File: src/verilog/tbc_pkg.sv
// tbc_pkg: register map, field positions, reset values and prescale limits
// for the paired type B timer control block.
// assumes: a classic Wishbone slave decodes byte addresses 7:2.
`default_nettype none

package tbc_pkg;

  // register byte offsets
  localparam logic [7:0] ADR_CTRL_EVEN = 8'h00;
  localparam logic [7:0] ADR_COUNT_EVEN = 8'h10;
  localparam logic [7:0] ADR_PERIOD_EVEN = 8'h20;
  localparam logic [7:0] ADR_CTRL_ODD = 8'h40;
  localparam logic [7:0] ADR_COUNT_ODD = 8'h50;
  localparam logic [7:0] ADR_PERIOD_ODD = 8'h60;
  localparam logic [7:0] ADR_INT_STATUS = 8'h80;
  localparam logic [7:0] ADR_INT_MASK = 8'h84;

  // timer_control field positions
  localparam int BIT_ON = 15;
  localparam int BIT_STOP_IN_IDLE_SEL = 13;
  localparam int BIT_GATE = 7;
  localparam int PS_LSB = 4;
  localparam int PS_W = 3;
  localparam int BIT_WIDE = 3;
  localparam int BIT_CS = 1;

  // implemented bits; the odd control word has no wide-mode bit
  localparam logic [15:0] CTRL_MASK_EVEN = 16'hA0FA;
  localparam logic [15:0] CTRL_MASK_ODD = 16'hA0F2;

  // reset values
  localparam logic [15:0] CTRL_RST = 16'h0000;
  localparam logic [15:0] COUNT_RST = 16'h0000;
  localparam logic [15:0] PERIOD_RST = 16'hFFFF;
  localparam logic [15:0] COUNT_TOP = 16'hFFFF;

  // interrupt status / mask layout
  localparam int STAT_W = 2;
  localparam int STAT_EVEN = 0;
  localparam int STAT_ODD = 1;

  // prescaler terminal counts for sel 0..7 (1,2,4,8,16,32,64,256)
  localparam logic [7:0] PS_LIMIT [8] = '{8'h00, 8'h01, 8'h03, 8'h07,
                                         8'h0F, 8'h1F, 8'h3F, 8'hFF};

endpackage

`default_nettype wire

File: src/verilog/tbc_timer_pair.sv
// tbc_timer_pair: an even/odd pair of 16-bit type B timers, joinable into
// one 32-bit timer, with control, count, period and interrupt registers.
// assumes: classic Wishbone master on clk_i; count clock and gate pins are
// asynchronous; idle_i comes from on-chip logic on clk_i.
`default_nettype none

// Function
// - timer counts only while its enable bit is one.
// - stop-in-idle set halts the timer while the device is idle.
// - with external clock, gating is ignored and reads back zero.
// - with internal clock, gate enable selects gated time accumulation.
// - prescale select divides input by 1,2,4,8,16,32,64 or 256.
// - wide-mode bit joins even and odd timers into one 32-bit timer.
// - wide-mode bit exists only in the even timer control register.
// - in wide mode odd enable, gate, prescale, source bits do nothing.
// - in wide mode odd stop-in-idle still halts the pair when idle.
// - source select one counts the external pin, zero internal clock.
// - unimplemented control bits ignore writes and read as zero.
module tbc_timer_pair (
  // clock and reset
  input wire logic clk_i,
  input wire logic reset_n_i,
  // wishbone slave
  input wire logic wb_cyc_i,
  input wire logic wb_stb_i,
  input wire logic wb_we_i,
  input wire logic [7:0] wb_adr_i,
  input wire logic [3:0] wb_sel_i,
  input wire logic [31:0] wb_dat_i,
  output logic [31:0] wb_dat_o,
  output logic wb_ack_o,
  // device state
  input wire logic idle_i,
  // pins, index 0 even timer, 1 odd timer
  input wire logic [1:0] ext_count_clock_pin_i,
  input wire logic [1:0] gate_pin_i,
  // interrupt
  output logic irq_o
);
  import tbc_pkg::*;

  logic [15:0] ctrl_e, ctrl_o;
  logic [15:0] count_e, count_o, period_e, period_o;
  logic [STAT_W-1:0] status, int_mask;
  logic [1:0] ext_m, ext_s, ext_d, gate_m, gate_s, gate_d;
  logic [1:0] ext_rise, gate_fall;
  logic req, wr, rd;
  logic [7:0] adr;
  logic wide, run_e, run_o, cs_e, cs_o, gated_e, gated_o;
  logic raw_e, raw_o, tick_e, tick_o;
  logic match_e, match_o, pend_e, pend_o;
  logic [STAT_W-1:0] ev;
  logic [31:0] next_rdata;

  function automatic logic [15:0] merge16(input logic [15:0] old,
                                         input logic [31:0] wd,
                                         input logic [3:0] sel);
    merge16 = {sel[1] ? wd[15:8] : old[15:8], sel[0] ? wd[7:0] : old[7:0]};
  endfunction

  function automatic logic [15:0] ctrl_view(input logic [15:0] c);
    ctrl_view = c;
    if (c[BIT_CS]) begin
      ctrl_view[BIT_GATE] = 1'b0;
    end
  endfunction

  // bus decode; one-cycle answer, unmapped reads zero
  assign req = wb_cyc_i & wb_stb_i & ~wb_ack_o;
  assign wr = req & wb_we_i;
  assign rd = req & ~wb_we_i;
  assign adr = {wb_adr_i[7:2], 2'b00};

  always_ff @(posedge clk_i or negedge reset_n_i) begin
    if (!reset_n_i) begin
      ext_m <= 2'b00;
      ext_s <= 2'b00;
      ext_d <= 2'b00;
      gate_m <= 2'b00;
      gate_s <= 2'b00;
      gate_d <= 2'b00;
    end else begin
      ext_m <= ext_count_clock_pin_i;
      ext_s <= ext_m;
      ext_d <= ext_s;
      gate_m <= gate_pin_i;
      gate_s <= gate_m;
      gate_d <= gate_s;
    end
  end

  assign ext_rise = ext_s & ~ext_d;
  assign gate_fall = gate_d & ~gate_s;

  assign wide = ctrl_e[BIT_WIDE];
  assign run_e = ctrl_e[BIT_ON] & ~(idle_i & ctrl_e[BIT_STOP_IN_IDLE_SEL])
               & ~(wide & idle_i & ctrl_o[BIT_STOP_IN_IDLE_SEL]);
  assign run_o = ~wide & ctrl_o[BIT_ON] & ~(idle_i & ctrl_o[BIT_STOP_IN_IDLE_SEL]);
  assign cs_e = ctrl_e[BIT_CS];
  assign cs_o = ctrl_o[BIT_CS];
  assign gated_e = ctrl_e[BIT_GATE] & ~cs_e;
  assign gated_o = ctrl_o[BIT_GATE] & ~cs_o;
  assign raw_e = run_e & (cs_e ? ext_rise[0] : 1'b1)
               & (~gated_e | gate_s[0]);
  assign raw_o = run_o & (cs_o ? ext_rise[1] : 1'b1)
               & (~gated_o | gate_s[1]);

  tbc_prescale u_ps_even (
    .clk_i(clk_i),
    .reset_n_i(reset_n_i),
    .clear_i(~run_e),
    .sel_i(ctrl_e[PS_LSB +: PS_W]),
    .tick_i(raw_e),
    .tick_o(tick_e)
  );

  tbc_prescale u_ps_odd (
    .clk_i(clk_i),
    .reset_n_i(reset_n_i),
    .clear_i(~run_o),
    .sel_i(ctrl_o[PS_LSB +: PS_W]),
    .tick_i(raw_o),
    .tick_o(tick_o)
  );

  assign match_e = wide ? ({count_o, count_e} == {period_o, period_e})
                        : (count_e == period_e);
  assign match_o = (count_o == period_o);

  // control registers
  always_ff @(posedge clk_i or negedge reset_n_i) begin
    if (!reset_n_i) begin
      ctrl_e <= CTRL_RST;
      ctrl_o <= CTRL_RST;
    end else if (wr) begin
      if (adr == ADR_CTRL_EVEN) begin
        ctrl_e <= merge16(ctrl_e, wb_dat_i, wb_sel_i) & CTRL_MASK_EVEN;
      end
      if (adr == ADR_CTRL_ODD) begin
        ctrl_o <= merge16(ctrl_o, wb_dat_i, wb_sel_i) & CTRL_MASK_ODD;
      end
    end
  end

  // period registers
  always_ff @(posedge clk_i or negedge reset_n_i) begin
    if (!reset_n_i) begin
      period_e <= PERIOD_RST;
      period_o <= PERIOD_RST;
    end else if (wr) begin
      if (adr == ADR_PERIOD_EVEN) begin
        period_e <= merge16(period_e, wb_dat_i, wb_sel_i);
      end
      if (adr == ADR_PERIOD_ODD) begin
        period_o <= merge16(period_o, wb_dat_i, wb_sel_i);
      end
    end
  end

  always_ff @(posedge clk_i or negedge reset_n_i) begin
    if (!reset_n_i) begin
      count_e <= COUNT_RST;
    end else if (wr && adr == ADR_COUNT_EVEN) begin
      count_e <= merge16(count_e, wb_dat_i, wb_sel_i);
    end else if (tick_e) begin
      count_e <= match_e ? COUNT_RST : count_e + 16'h0001;
    end
  end

  // odd half carries in wide mode
  always_ff @(posedge clk_i or negedge reset_n_i) begin
    if (!reset_n_i) begin
      count_o <= COUNT_RST;
    end else if (wr && adr == ADR_COUNT_ODD) begin
      count_o <= merge16(count_o, wb_dat_i, wb_sel_i);
    end else if (wide) begin
      if (tick_e) begin
        if (match_e) begin
          count_o <= COUNT_RST;
        end else if (count_e == COUNT_TOP) begin
          count_o <= count_o + 16'h0001;
        end
      end
    end else if (tick_o) begin
      count_o <= match_o ? COUNT_RST : count_o + 16'h0001;
    end
  end

  assign pend_e = (tick_e & match_e & ~gated_e)
                | (gate_fall[0] & run_e & gated_e);
  assign pend_o = (tick_o & match_o & ~gated_o)
                | (gate_fall[1] & run_o & gated_o);
  // the joined pair reports on the odd flag, as the upper half does
  assign ev[STAT_EVEN] = ~wide & pend_e;
  assign ev[STAT_ODD] = wide ? pend_e : pend_o;

  // sticky status: an event in the clearing read's cycle survives
  always_ff @(posedge clk_i or negedge reset_n_i) begin
    if (!reset_n_i) begin
      status <= '0;
    end else if (rd && adr == ADR_INT_STATUS) begin
      status <= ev;
    end else begin
      status <= status | ev;
    end
  end

  always_ff @(posedge clk_i or negedge reset_n_i) begin
    if (!reset_n_i) begin
      int_mask <= '0;
    end else if (wr && adr == ADR_INT_MASK && wb_sel_i[0]) begin
      int_mask <= wb_dat_i[STAT_W-1:0];
    end
  end

  // level interrupt, one cycle behind the status bits
  always_ff @(posedge clk_i or negedge reset_n_i) begin
    if (!reset_n_i) begin
      irq_o <= 1'b0;
    end else begin
      irq_o <= |(status & int_mask);
    end
  end

  always_comb begin
    next_rdata = 32'h0000_0000;
    case (adr)
      ADR_CTRL_EVEN: next_rdata[15:0] = ctrl_view(ctrl_e);
      ADR_CTRL_ODD: next_rdata[15:0] = ctrl_view(ctrl_o);
      ADR_COUNT_EVEN: next_rdata[15:0] = count_e;
      ADR_COUNT_ODD: next_rdata[15:0] = count_o;
      ADR_PERIOD_EVEN: next_rdata[15:0] = period_e;
      ADR_PERIOD_ODD: next_rdata[15:0] = period_o;
      ADR_INT_STATUS: next_rdata[STAT_W-1:0] = status;
      ADR_INT_MASK: next_rdata[STAT_W-1:0] = int_mask;
      default: next_rdata = 32'h0000_0000;
    endcase
  end

  always_ff @(posedge clk_i or negedge reset_n_i) begin
    if (!reset_n_i) begin
      wb_ack_o <= 1'b0;
      wb_dat_o <= 32'h0000_0000;
    end else begin
      wb_ack_o <= req;
      wb_dat_o <= rd ? next_rdata : 32'h0000_0000;
    end
  end

  // checks
  logic wr_cnt;
  assign wr_cnt = wr && (adr == ADR_COUNT_EVEN || adr == ADR_COUNT_ODD);

  off_holds_a: assert property (@(posedge clk_i)
    disable iff (!reset_n_i)
    !ctrl_e[BIT_ON] && !wr_cnt |=> $stable(count_e))
    else $error("even count moved while disabled");

  idle_stop_a: assert property (@(posedge clk_i)
    disable iff (!reset_n_i)
    idle_i && ctrl_e[BIT_STOP_IN_IDLE_SEL] && !wr_cnt |=> $stable(count_e))
    else $error("even count moved in idle with stop set");

  gate_reads_zero_a: assert property (@(posedge clk_i)
    disable iff (!reset_n_i)
    rd && adr == ADR_CTRL_EVEN && ctrl_e[BIT_CS] |=> !wb_dat_o[BIT_GATE])
    else $error("gate bit read as one with external clock");

  gate_low_hold_a: assert property (@(posedge clk_i)
    disable iff (!reset_n_i)
    gated_e && !gate_s[0] && !wr_cnt |=> $stable(count_e))
    else $error("gated count moved with gate low");

  unit_step_a: assert property (@(posedge clk_i)
    disable iff (!reset_n_i)
    run_e && !cs_e && !gated_e && !wide && !wr_cnt && !match_e
    && ctrl_e[PS_LSB +: PS_W] == 3'h0
    |=> count_e == $past(count_e) + 16'h0001)
    else $error("1:1 prescale did not step every cycle");

  odd_no_wide_a: assert property (@(posedge clk_i)
    disable iff (!reset_n_i)
    !ctrl_o[BIT_WIDE])
    else $error("odd control holds a wide-mode bit");

  odd_ignored_a: assert property (@(posedge clk_i)
    disable iff (!reset_n_i)
    wide && !tick_e && !wr_cnt |=> $stable(count_o))
    else $error("odd half moved without an even tick");

  odd_idle_a: assert property (@(posedge clk_i)
    disable iff (!reset_n_i)
    wide && idle_i && ctrl_o[BIT_STOP_IN_IDLE_SEL] && !wr_cnt
    |=> $stable({count_o, count_e}))
    else $error("pair ran in idle with odd stop set");

  ctrl_unimpl_a: assert property (@(posedge clk_i)
    disable iff (!reset_n_i)
    rd && (adr == ADR_CTRL_EVEN || adr == ADR_CTRL_ODD)
    |=> (wb_dat_o & ~{16'h0000, CTRL_MASK_EVEN}) == 32'h0000_0000)
    else $error("unimplemented control bit read as one");

  wrap_flag_a: assert property (@(posedge clk_i)
    disable iff (!reset_n_i)
    tick_e && match_e && !gated_e && !wide && !wr_cnt
    |=> count_e == COUNT_RST ##1 (irq_o || !int_mask[STAT_EVEN]))
    else $error("period match did not wrap or interrupt");

  fall_flag_a: assert property (@(posedge clk_i)
    disable iff (!reset_n_i)
    gate_fall[0] && run_e && gated_e && !wide
    |=> status[STAT_EVEN])
    else $error("gate fall did not set the flag");

  carry_a: assert property (@(posedge clk_i)
    disable iff (!reset_n_i)
    wide && tick_e && !match_e && count_e == COUNT_TOP && !wr_cnt
    |=> count_o == $past(count_o) + 16'h0001)
    else $error("odd half missed the carry");

  odd_wrap_a: assert property (@(posedge clk_i)
    disable iff (!reset_n_i)
    tick_o && match_o && !wide && !wr_cnt |=> count_o == COUNT_RST)
    else $error("odd count did not wrap at its period");

  pair_flag_a: assert property (@(posedge clk_i)
    disable iff (!reset_n_i)
    wide && tick_e && match_e && !gated_e |=> status[STAT_ODD])
    else $error("pair period match did not set the odd flag");

endmodule // tbc_timer_pair

`default_nettype wire

File: src/verilog/tbc_prescale.sv
// tbc_prescale: divides a stream of input ticks by 1..256.
// assumes: tick_i is a one-cycle enable on clk_i; clear_i while disabled.
`default_nettype none

module tbc_prescale (
  // clock and reset
  input wire logic clk_i,
  input wire logic reset_n_i,
  // control
  input wire logic clear_i,
  input wire logic [tbc_pkg::PS_W-1:0] sel_i,
  // ticks
  input wire logic tick_i,
  output logic tick_o
);
  import tbc_pkg::*;

  logic [7:0] cnt;
  logic at_limit;

  assign at_limit = (cnt >= PS_LIMIT[sel_i]);
  assign tick_o = tick_i & at_limit;

  // clearing on disable gives a full first period after enable
  always_ff @(posedge clk_i or negedge reset_n_i) begin
    if (!reset_n_i) begin
      cnt <= 8'h00;
    end else if (clear_i) begin
      cnt <= 8'h00;
    end else if (tick_i) begin
      cnt <= at_limit ? 8'h00 : cnt + 8'h01;
    end
  end

endmodule // tbc_prescale

`default_nettype wire

File: config.mk
export PLATFORM = sky130hd
export DESIGN_NAME = tbc_timer_pair
export DESIGN_NICKNAME = d
export VERILOG_FILES = /design/src/verilog/tbc_pkg.sv /design/src/verilog/tbc_timer_pair.sv /design/src/verilog/tbc_prescale.sv
export SDC_FILE = /design/constraint.sdc
export NUM_CORES = 1
export LEC_CHECK = 0
export CAP_MARGIN = 30
export CORE_ASPECT_RATIO = 1.75
export CORE_MARGIN = 2
export CORE_UTILIZATION = 55
export DETAILED_ROUTE_END_ITERATION = 8
export DONT_BUFFER_PORTS = 1
export PLACE_DENSITY = 0.7
export SYNTH_ARGS = -nofsm -noshare
export SYNTH_HDL_FRONTEND = slang
export SYNTH_SLANG_ARGS = --single-unit
File: constraint.sdc
create_clock -name clk_i -period 3.1 [get_ports clk_i]
set_clock_uncertainty 0.1 [all_clocks]
set_input_delay 0.62 -clock clk_i [delete_from_list [all_inputs] [get_ports clk_i]]
set_output_delay 0.62 -clock clk_i [all_outputs]
set_load 0.1 [all_outputs]
Word level (Yosys, flattened, before mapping) --
Memories as Yosys holds them, arrays and structs flattened. Cells that the tools add are included.
Word-level totals: bits in registers 129, ROM bits 128, input port bits 54, output and inout bits 34, memories 2
Memory list:
- (name not given) | words 8, width 8, read ports 1, clocked after memory_dff 0, wr ports 0, RTL line tbc_prescale.sv:21 | assign at_limit = (cnt >= PS_LIMIT[sel_i]);
- (name not given) | words 8, width 8, read ports 1, clocked after memory_dff 0, wr ports 0, RTL line tbc_prescale.sv:21
Cells by class: $add $sub $neg 4, $lt $le $gt $ge 4, equality and inequality tests 19, mux-type cells 32, bitwise gates (word level) 51, reductions and logical operators 21
Operators by type and width (count):
- $mux 16 | 11
- $mux 8 | 12
- $pmux 14 s6 | 1
- $add 16x1->16 const B | 2
- $eq 16x16->1 | 2
- $eq 32x32->1 | 1
- $and 1x1->1 | 29
- $reduce_and 3->1 | 8
- $eq 6x5->1 const B | 3
- $add 8x1->8 const B | 2
- $eq 16x16->1 const B | 1
- $ge 8x8->1 | 2
- $pmux 2 s8 | 1
- $eq 6x6->1 const B | 2
- $not 1->1 | 10
- $ge 4x4->1 const B | 2
- $logic_not 8->1 | 1
- $ne 2x2->1 const B | 4
- $not 3->4 | 2
- $reduce_and 4->1 | 2
- $and 2x2->2 | 3
- $eq 6x3->1 const B | 1
- $eq 6x4->1 const B | 1
- $mux 1 | 6
- other kinds (12) | 22

Depth between registers and ports, before layout --
Gate-level depths: netlist of run 1.
depth in word-level cells 13, gate-level depth with buffers 11

Cells and area by module --
A second synthesis of run 1 with hierarchy kept.
Second synthesis, totals: cells, all modules 732, area total of the unflattened synthesis 7409.6 um2
By module, submodules not included:
- tbc_timer_pair | instances 1, cells each 592, area an instance 6115.9 um2, seq. area each 2867.8 um2
- tbc_prescale | instances 2, cells each 70, area an instance 646.9 um2, seq. area each 200.2 um2

Worst setup path after synthesis of run 1 --
OpenSTA, ideal clock, no wires.
path type register to register, start reg ctrl_e[6], end reg count_o[0], setup time 0.125 ns, data arrival time 2.755 ns, path slack 0.121 ns, stages on the path, launching flop included 10, buffers on the path 1, cell sequence dfrtp_1 clkbuf_1 or3_1 ha_1 nand2b_1 a2111o_1 a31oi_4 o22ai_1 a31oi_1 mux2_2
Between the ends: cells in the longest elaborated chain, start to end 8
RTL lines:
- from (decl) | RTL line tbc_timer_pair.sv:42 | logic [15:0] ctrl_e, ctrl_o;
- from (signal assigned) | RTL line tbc_timer_pair.sv:137 | ctrl_e <= merge16(ctrl_e, wb_dat_i, wb_sel_i) & CTRL_MASK_EVEN;
- $not 3->4 (implied by the code) | RTL line tbc_prescale.sv:21
- $mem_v2 8x8
- $mux 8 (implied by the code) (2 in series) | RTL line tbc_prescale.sv:21
- $ge 8x8->1 | RTL line tbc_prescale.sv:21
- $and 1x1->1 | RTL line tbc_prescale.sv:22 | assign tick_o = tick_i & at_limit;
- $ne 3x1->1 (no source line)
- $reduce_and 4->1 (no source line)
- to (signal assigned) | RTL line tbc_timer_pair.sv:175 | count_o <= merge16(count_o, wb_dat_i, wb_sel_i);
- to (signal assigned) | RTL line tbc_timer_pair.sv:181 | count_o <= count_o + 16'h0001;
- to (signal assigned) | RTL line tbc_timer_pair.sv:185 | count_o <= match_o ? COUNT_RST : count_o + 16'h0001;
- to (decl) | RTL line tbc_timer_pair.sv:43 | logic [15:0] count_e, count_o, period_e, period_o;
Every way passes these cells. The select of a mux whose other input is x is not followed. A chain may end at the register's enable or synchronous reset.

Worst setup path after layout of run 1 --
start reg ctrl_e[6], end reg count_e[3]
Between the ends: cells in the longest elaborated chain, start to end 8
RTL lines:
- $not 3->4 (implied by the code) | RTL line tbc_prescale.sv:21
- $mem_v2 8x8
- $mux 8 (implied by the code) (2 in series) | RTL line tbc_prescale.sv:21
- $ge 8x8->1 | RTL line tbc_prescale.sv:21
- $and 1x1->1 | RTL line tbc_prescale.sv:22
- $reduce_bool 2->1 (no source line)
- $reduce_and 2->1 (no source line)
- to (signal assigned) | RTL line tbc_timer_pair.sv:164 | count_e <= merge16(count_e, wb_dat_i, wb_sel_i);
- to (signal assigned) | RTL line tbc_timer_pair.sv:166 | count_e <= match_e ? COUNT_RST : count_e + 16'h0001;
- to (decl) | RTL line tbc_timer_pair.sv:43
Every way passes these cells. The select of a mux whose other input is x is not followed.

==> results of run 1 <==
==> power by group through the flow <==
stage / Clock (mW) / Combinational, mW / Sequential [mW]
after global placement: 0 / 0.434 / 1.88
after detailed placement: 0 / 0.445 / 1.89
after floorplan: 0 / 0.358 / 1.87
after CTS: 2.12 / 0.445 / 1.86
after global routing: 2.19 / 0.486 / 1.87
final: 2.10 / 0.448 / 1.86
==> layer usage <==
metal,vias up,share of wire,GRT usage
met4,0,0.042,0.141
met3,58,0.053,0.0555
met1,2940,0.37,0.328
li1,2711,-,-
met2,180,0.53,0.518
met5,-,0,0
==> worst max path at each step <==
stage | to | slack [ns] | cells after the start
3_5_place_dp | count_o[3] | 0.09 | 10
6_report | count_e[3] | 0.11 | 11
5_1_grt | count_e[3] | 0.02 | 11
3_3_place_gp | count_o[0] | 0.14 | 8
4_1_cts | count_e[11] | 0.08 | 11
2_1_floorplan | count_o[0] | 0.12 | 9
==> critical path: stages (launching register included) <==
cell	delay, ns
dfrtp_1	0.37
or3_1	0.37
ha_1	0.27
nand2b_1	0.15
a2111o_1	0.47
a31oi_4	0.26
buf_4	0.18
nor4_4	0.06
a21oi_2	0.24
buf_4	0.20
a21oi_1	0.05
o22ai_1	0.17
==> sequential cells by signal (all words and copies together), names as in the netlist <==
| register | flops |
|---|---|
| count_e | 16 |
| count_o | 16 |
| period_e | 16 |
| period_o | 16 |
| wb_dat_o | 16 |
| ctrl_e | 8 |
| u_ps_even.cnt | 8 |
| u_ps_odd.cnt | 8 |
| ctrl_o | 7 |
| ext_d | 2 |
| ext_m | 2 |
| ext_s | 2 |
| gate_d | 2 |
| gate_m | 2 |
| gate_s | 2 |
| int_mask | 2 |
| status | 2 |
| irq_o | 1 |
| wb_ack_o | 1 |
==> cell usage after synthesis (5+ instances only) <==
master	count	share of area
buf_2	12	0.0081
a32oi_1	5	0.0059
nor3_1	12	0.0081
nand3_1	28	0.019
o31ai_1	5	0.0051
nor4_1	13	0.011
nor2_1	54	0.027
o22ai_1	20	0.017
buf_4	22	0.022
mux2_2	51	0.077
nor3b_1	5	0.0051
inv_1	29	0.015
dfrtp_1	97	0.33
o21ai_0	24	0.016
and2_1	5	0.0042
xor2_1	39	0.046
a21oi_1	44	0.030
dfstp_2	32	0.11
nor2b_1	13	0.011
a211oi_1	5	0.0051
a221oi_1	11	0.013
and3_1	11	0.0093
a22oi_1	13	0.013
xnor2_1	6	0.0071
nand4_1	6	0.0051
ha_1	20	0.034
mux2i_1	13	0.018
o21ai_1	19	0.013
nand2_1	51	0.026
a222oi_1	5	0.0068
clkbuf_1	12	0.0061
==> metrics by stage <==
| step | utilization | hold slack, ns | cell area, um^2 | worst slack [ns] | cells |
|---|---|---|---|---|---|
| 6_report | 0.618 | -0.214 | 8230 | 0.114 | 945 |
| 5_1_grt | 0.618 | -0.222 | 8230 | 0.0170 | 945 |
| 4_1_cts | 0.617 | -0.216 | 8210 | 0.0812 | 943 |
| 3_5_place_dp | 0.570 | 0.227 | 7590 | 0.0877 | 911 |
| 3_3_place_gp | 0.570 | 0.229 | 7590 | 0.141 | 911 |
| 2_1_floorplan | - | 0.224 | 7470 | 0.121 | 759 |
==> cell families after synthesis <==
family,Yosys count,share of synthesized area
AO/OA/AOI/OAI,179,0.161
flip-flops,129,0.441
adder cells (fa/ha/maj),20,0.0338
AND/OR/NAND/NOR,228,0.161
multiplexers,64,0.0951
buffers and inverters,78,0.0547
XOR/XNOR,45,0.0532
other,1,0.000506
==> layout make-up <==
class	instances	area share
repair buffers	29	0.0264
clock inverters	12	0.0187
inverters	29	0.0132
well taps	174	0.0264
clock buffers	20	0.0567
multi-input cells	552	0.462
flip-flops and latches	129	0.397
==> repair_timing <==
action / in CTS / in global routing
gates resized for setup: 0 / 1
buffers inserted: 0 / 2
endpoints found under the hold margin: 129 / 129
endpoints found under the setup margin: 0 / 13
==> impl_metrics.json, run 1 <==
{
  "outcome": "finished with violations",
  "violations": "hold timing",
  "tns_ns": 0,
  "hold_viol": 105,
  "ys_async_sr_fraction": 1.00,
  "die_y_um": 158,
  "synth_area_um2": 7410,
  "power.leakage_nw": 3.58,
  "cts_buffers": 17,
  "dr.pass1.iters": 6,
  "hold_path_class": "in -> async",
  "pin_count": 88,
  "startpoint": "ctrl_e[6]",
  "r2r_slack_ns": 0.11,
  "yosys_most_used_dff": "dfrtp_1",
  "place.gp.congestion": 0.926,
  "maxSlewHeadroom": 0.409,
  "fill_cells": 1114,
  "clock_latency_ns": 0.43,
  "root_buffer": "clkbuf_16",
  "route.vias.total": 5889,
  "rr_worst_depth": 11,
  "coreArea_um2": 13300,
  "ys_types": 65,
  "rsz0062_at_grt": "false",
  "p_sw_frac": 0.258,
  "wl_per_cell_um": 21.3,
  "grt_pass1_wl_um": 32100,
  "reg2reg_to": "count_e[3]",
  "grt_max_degree": 130,
  "final_common_cell": "dfrtp_1",
  "routed_wl_um": 20100,
  "fmax_mhz": 335,
  "port-buffer-count": 0,
  "finalPower_mw": 4.41,
  "die-area_um2": 14500,
  "yosysSeqAreaShare": 0.441,
  "end_kind": "register",
  "clock-sinks": 129,
  "intPower_mw": 3.27,
  "antenna_left": 0,
  "drive_gt1_frac": 0.209,
  "crit_required_ns": 3.34,
  "die_x_um": 91.7,
  "syn_inst": 744,
  "synth_warnings": 0,
  "clkPwrFrac": 0.477,
  "mostFrequentLayoutCells": "dfrtp_1 (97), nor2_1 (54), nand2_1 (51), mux2_2 (51), a21oi_1 (44)",
  "startpoint_type": "register",
  "grt_use_total": 0.290,
  "period_minus_slack_ns": 2.99,
  "multiInputGateArea_um2": 3800,
  "seq_area_um2": 3270,
  "cp.arrival_ns": 3.22,
  "critical_path.max_fanout": 8,
  "p_per_area_nw_per_um2": 536,
  "h-tree-depth": 4,
  "ir_drop_mv": 0.418,
  "cts_tree": "done",
  "dpl.hpwl_um": 14800,
  "cts.reportedPaths.clkPinSlew_ns": 0.06,
  "cap_violations": 0,
  "switching_power_mw": 1.14,
  "grt_pass1_vias": 6001,
  "setup_viol": 0,
  "initial_core_util": 0.557,
  "finalCritPeriodShare": 0.963,
  "reg2reg_from": "ctrl_e[6]",
  "num_antenna_cells": 0,
  "drv_slew": 0,
  "fin_nets": 832,
  "worst-setup-path-type": "reg -> reg",
  "num_rows": 56,
  "power_frac_comb": 0.101,
  "clk_path_buf_depth": 2,
  "antenna_found_initial": 0,
  "area_delta_synth_final_pct": 11.1,
  "whs_ns": -0.214,
  "synth-edff-count": 0,
  "drc_errors": 0,
  "synth-seq-cells": 129,
  "postSynthAreaPerCell_um2": 9.96,
  "worst_pin_slew_ns": 0.887,
  "dr.first_iter.drc_count": 401,
  "p_seq_frac": 0.422,
  "viasPerCell": 6.23,
  "grt-ovfl-total": 0
}
Power figures use the tool's default switching activity.
==> run 2: changes to the inputs <==
==> constraint.sdc (replaced) <==
create_clock -name clk_i -period 3.1 [get_ports clk_i]
set_clock_uncertainty 0.1 [all_clocks]
set_input_delay 0.775 -clock clk_i [delete_from_list [all_inputs] [get_ports clk_i]]
set_output_delay 0.775 -clock clk_i [all_outputs]
set_load 0.1 [all_outputs]
==> run 2 against run 1 <==
Net effect: the flow now finishes without violations; first-iteration DRC count is 16% higher; utilization is 0.44 points higher; hold slack better by 0.32 ns; design area increased by 0.71%; critical path depth did not move.
==> impl_metrics.json, run 2 (synthesis gave the netlist of run 1 again) <==
{
  "worst_pin_slew_ns": 0.885,
  "fmax_mhz": 342,
  "coreArea_um2": 13300,
  "cts_buffers": 17,
  "grt_max_degree": 98,
  "startpoint_type": "register",
  "placed_area_um2": 7640,
  "intPower_mw": 3.22,
  "pin_count": 88,
  "cts.reportedPaths.clkPinSlew_ns": 0.06,
  "antenna_left": 0,
  "cp.arrival_ns": 3.16,
  "dr.pass1.iters": 7,
  "critical_path.max_fanout": 7,
  "outcome": "finished, final reports clean",
  "tns_ns": 0,
  "initial_core_util": 0.557,
  "cap_violations": 0,
  "clock_latency_ns": 0.42,
  "maxSlewHeadroom": 0.410,
  "p_per_area_nw_per_um2": 535,
  "clock-sinks": 129,
  "drive_gt1_frac": 0.216,
  "p_seq_frac": 0.420,
  "clk_path_buf_depth": 2,
  "die-area_um2": 14500,
  "drc_errors": 0,
  "worst-setup-path-type": "reg -> reg",
  "power.leakage_nw": 3.61,
  "die_x_um": 91.7,
  "dr.first_iter.drc_count": 465,
  "grt_pass1_wl_um": 33100,
  "fill_cells": 1078,
  "h-tree-depth": 4,
  "cts_tree": "done",
  "port-buffer-count": 0,
  "p_sw_frac": 0.273,
  "fin_nets": 838,
  "power_frac_comb": 0.111,
  "route.vias.total": 6078,
  "grt_use_total": 0.297,
  "num_rows": 56,
  "clkPwrFrac": 0.469,
  "drv_slew": 0,
  "wl_per_cell_um": 22.0,
  "dpl.hpwl_um": 15100,
  "stdcell_area_um2": 8290,
  "crit_required_ns": 3.34,
  "root_buffer": "clkbuf_16",
  "final_common_cell": "dfrtp_1",
  "grt-ovfl-total": 0,
  "rsz0062_at_grt": "false",
  "hold_path_class": "in -> async",
  "hold_viol": 0,
  "r2r_slack_ns": 0.18,
  "switching_power_mw": 1.21,
  "setup_viol": 0,
  "place.gp.congestion": 0.914,
  "mostFrequentLayoutCells": "dfrtp_1 (97), nor2_1 (54), nand2_1 (51), mux2_2 (51), a21oi_1 (44)",
  "routed_wl_um": 20900,
  "viasPerCell": 6.39,
  "num_antenna_cells": 0,
  "grt_pass1_vias": 6201,
  "end_kind": "register",
  "ir_drop_mv": 0.383,
  "area_delta_synth_final_pct": 11.9,
  "antenna_found_initial": 1,
  "finalCritPeriodShare": 0.943,
  "period_minus_slack_ns": 2.92,
  "die_y_um": 158
}
## run 2: worst paths after layout
path / endpoint / startpoint / depth (start not counted)
max in group asynchronous: count_e[14] / reset_n_i / 1
min in group clk_i: gate_s[1] / gate_m[1] / 0
max: count_e[10] / ctrl_e[6] / 11
min reg2reg: gate_s[1] / gate_m[1] / 0
min: period_e[0] / reset_n_i / 0
max reg2reg: count_e[10] / ctrl_e[6] / 11
## run 2: per-layer routing
layer  track usage  vias to the layer above  part of all wire
li1              -                     2730                 -
met2         0.521                      243              0.53
met3        0.0503                       69             0.054
met1         0.341                     3034              0.37
met5             0                        -           0.00067
met4         0.166                        2             0.050
## run 2: critical path, stage by stage (launching register included)
cell and delay [ns]:
dfrtp_1 0.38, or3_1 0.39, ha_1 0.28, nand2b_1 0.14, a2111o_1 0.46, a31oi_4 0.23, buf_4 0.17, nor4_4 0.06
nor2_4 0.21, buf_4 0.18, a21oi_1 0.05, o22ai_1 0.18
## run 2: area by class of cell
cell class / instances / area [um^2] / area share
inverters: 29 / 109 / 0.0131
repair buffers: 35 / 283 / 0.0341
clock inverters: 15 / 184 / 0.0222
multi-input cells: 552 / 3800 / 0.459
clock buffers: 17 / 425 / 0.0513
flip-flops and latches: 129 / 3270 / 0.394
well taps: 174 / 218 / 0.0263
## run 2: what timing repair did
item | CTS | global route
gates resized for setup | 0 | 2
endpoints found under the hold margin | 97 | 0
setup buffers | 0 | 0
endpoints found under the setup margin | 0 | 11
hold buffers | 1 | 0
## run 2: metrics by stage
step / util / hold WS (ns) / power (mW) / worst slack (ns) / instances
after floorplan: - / 0.231 / 2.23 / 0.121 / 759
after global placement: 0.574 / 0.234 / 2.33 / 0.150 / 918
final: 0.623 / 0.106 / 4.43 / 0.177 / 951
after detailed placement: 0.574 / 0.236 / 2.34 / 0.0992 / 918
after global routing: 0.623 / 0.0860 / 4.57 / 0.0441 / 951
after CTS: 0.622 / 0.0953 / 4.44 / 0.0299 / 951
## run 2: power groups by stage
| stage | combinational [mW] | clock (mW) | sequential [mW] |
|---|---|---|---|
| after floorplan | 0.358 | 0 | 1.87 |
| after global placement | 0.445 | 0 | 1.88 |
| after detailed placement | 0.456 | 0 | 1.89 |
| after CTS | 0.489 | 2.09 | 1.86 |
| after global routing | 0.531 | 2.16 | 1.87 |
| final | 0.491 | 2.08 | 1.86 |
==> run 3: changes to the inputs <==
--- a/config.mk
+++ b/config.mk
@@ -5,6 +5,7 @@
 export SDC_FILE = /design/constraint.sdc
 export NUM_CORES = 1
 export LEC_CHECK = 0
+export ABC_AREA = 1
 export CAP_MARGIN = 30
 export CORE_ASPECT_RATIO = 1.75
 export CORE_MARGIN = 2
==> run 3 against run 2 <==
Net effect: hold slack got worse by 0.0018 ns; final cell count up 35%; largest cell class unchanged; synthesized area increased by 7.7%.
==> impl_metrics.json, run 3 <==
{
  "outcome": "finished, final reports clean",
  "yosysSeqAreaShare": 0.410,
  "startpoint_type": "register",
  "netlist_top_cells_count": "nand2_1 (366), inv_1 (135), dfrtp_1 (97), nor2_1 (93), o21ai_0 (72)",
  "worst-setup-path-type": "reg -> reg",
  "cts_buffers": 17,
  "place.gp.congestion": 1.02,
  "wl_per_cell_um": 18.0,
  "die_y_um": 163,
  "grt_pass1_wl_um": 36200,
  "hold_viol": 0,
  "rsz0062_at_grt": "false",
  "postSynthAreaPerCell_um2": 7.34,
  "ys_types": 46,
  "drive_gt1_frac": 0.106,
  "crit_required_ns": 3.33,
  "clock-sinks": 129,
  "die-area_um2": 15500,
  "fmax_mhz": 396,
  "dp_slack_ns": 0.587,
  "grt_max_degree": 98,
  "finalCritPeriodShare": 0.814,
  "dr.pass1.iters": 5,
  "area_delta_synth_final_pct": 8.70,
  "grt-ovfl-total": 0,
  "end_kind": "register",
  "maxSlewHeadroom": 0.414,
  "p_per_area_nw_per_um2": 526,
  "ys_async_sr_fraction": 1.00,
  "stdcell_area_um2": 8670,
  "worst_slack_ns": 0.576,
  "power.leakage_nw": 4.09,
  "tns_ns": 0,
  "period_minus_slack_ns": 2.52,
  "hold_path_class": "in -> async",
  "initial_core_util": 0.558,
  "cts_tree": "done",
  "mostFrequentLayoutCells": "nand2_1 (366), inv_1 (135), dfrtp_1 (97)",
  "root_buffer": "clkbuf_16",
  "drv_slew": 0,
  "dpl.hpwl_um": 17000,
  "synth-edff-count": 0,
  "antenna_left": 0,
  "cp.arrival_ns": 2.75,
  "grt_use_total": 0.312,
  "synth_warnings": 0,
  "ir_drop_mv": 0.394,
  "h-tree-depth": 4,
  "antenna_found_initial": 0,
  "syn_inst": 1087,
  "clock_latency_ns": 0.43,
  "post_cts_resized": 0,
  "grt_pass1_vias": 6940,
  "synth_area_um2": 7980,
  "viasPerCell": 5.54,
  "num_antenna_cells": 0,
  "whs_ns": 0.104,
  "synth-seq-cells": 129,
  "critical_path.max_fanout": 8,
  "worst_pin_slew_ns": 0.879,
  "placed_area_um2": 8060,
  "finalPower_mw": 4.57,
  "synth_area_leaders": "dfrtp_1 (30%), nand2_1 (17%), dfstp_2 (11%)",
  "pin_count": 88,
  "port-buffer-count": 0,
  "final_common_cell": "nand2_1",
  "setup_viol": 0,
  "coreArea_um2": 14300,
  "final_util": 0.607,
  "clk_path_buf_depth": 2,
  "synth.top_cell.area_share": 0.304,
  "fin_nets": 1163,
  "num_rows": 58,
  "cts.reportedPaths.clkPinSlew_ns": 0.06,
  "instances_no_fill": 1281,
  "cap_violations": 0,
  "place_inst": 1249,
  "synth_top_area_cell": "dfrtp_1",
  "route.vias.total": 7098,
  "routed_wl_um": 23100,
  "die_x_um": 95.1,
  "synth.most_common_cell": "nand2_1",
  "yosys_most_used_dff": "dfrtp_1",
  "dr.first_iter.drc_count": 538,
  "drc_errors": 0
}
[run 3: cell count changes after synthesis, moves of 15 or more]
cell,previous run,this run
mux2_2,51,0
nor2_1,54,93
o21ai_0,24,72
a21oi_1,44,24
nand2_1,51,366
o21ai_1,19,1
nand3_1,28,47
xor2_1,39,24
inv_1,29,135
[run 3: worst paths after layout]
path | start | end | slack [ns] | cells after the start
max reg2reg | ctrl_e[5] | count_e[15] | 0.58 | 10
max | ctrl_e[5] | count_e[15] | 0.58 | 10
min reg2reg | ext_m[1] | ext_s[1] | 0.24 | 0
min | reset_n_i | period_o[0] | 0.10 | 0
max in group asynchronous | reset_n_i | status[1] | 2.30 | 1
min in group clk_i | ext_m[1] | ext_s[1] | 0.24 | 0
[run 3: power by group]
part	leakage, nW	switching (mW)	internal, mW	total (mW)
Sequential	1.63	0.149	1.78	1.93
Combinational	2.17	0.437	0.183	0.620
Clock	0.284	0.761	1.26	2.02
[run 3: kinds of logic (layout without fill, tap and decap cells)]
kind of cell / Yosys count / after routing / synth area share
AOI/OAI and AO/OA: 158 / 158 / 0.120
xor gates and xnor gates: 24 / 24 / 0.0263
adders and majority gates: 20 / 20 / 0.0314
buffers and inverters: 185 / 184 / 0.0994
DFF: 129 / 129 / 0.410
other: 1 / 16 / 0.000470
and+or+nand+nor: 570 / 570 / 0.313
[run 3: repair_timing]
item	CTS	global route
setup buffers	0	0
hold buffers	1	0
hold endpoints to repair	97	0
[run 3: critical path, stage by stage (launching register included)]
cell,delay [ns]
dfrtp_1,0.47
nand3_1,0.16
ha_1,0.33
nand2_1,0.06
nor2_1,0.13
nand4_1,0.11
nand3_1,0.23
nand3_2,0.25
nand2_2,0.22
inv_1,0.14
a22oi_1,0.22
[run 3: cell type report]
cell class | instances | area [um^2]
fillers | 1337 | 5620
multi-input cells | 788 | 3980
flip-flops and latches | 129 | 3270
inverters | 148 | 558
clock buffers | 22 | 484
well taps | 180 | 225
clock inverters | 9 | 106
repair buffers | 5 | 57.6
[run 3: routing by layer]
metal,track usage,part of all wire,vias up
met1,0.316,0.35,3324
met4,0.221,0.074,0
met5,0,0,-
li1,-,-,3433
met2,0.556,0.53,247
met3,0.0641,0.051,94
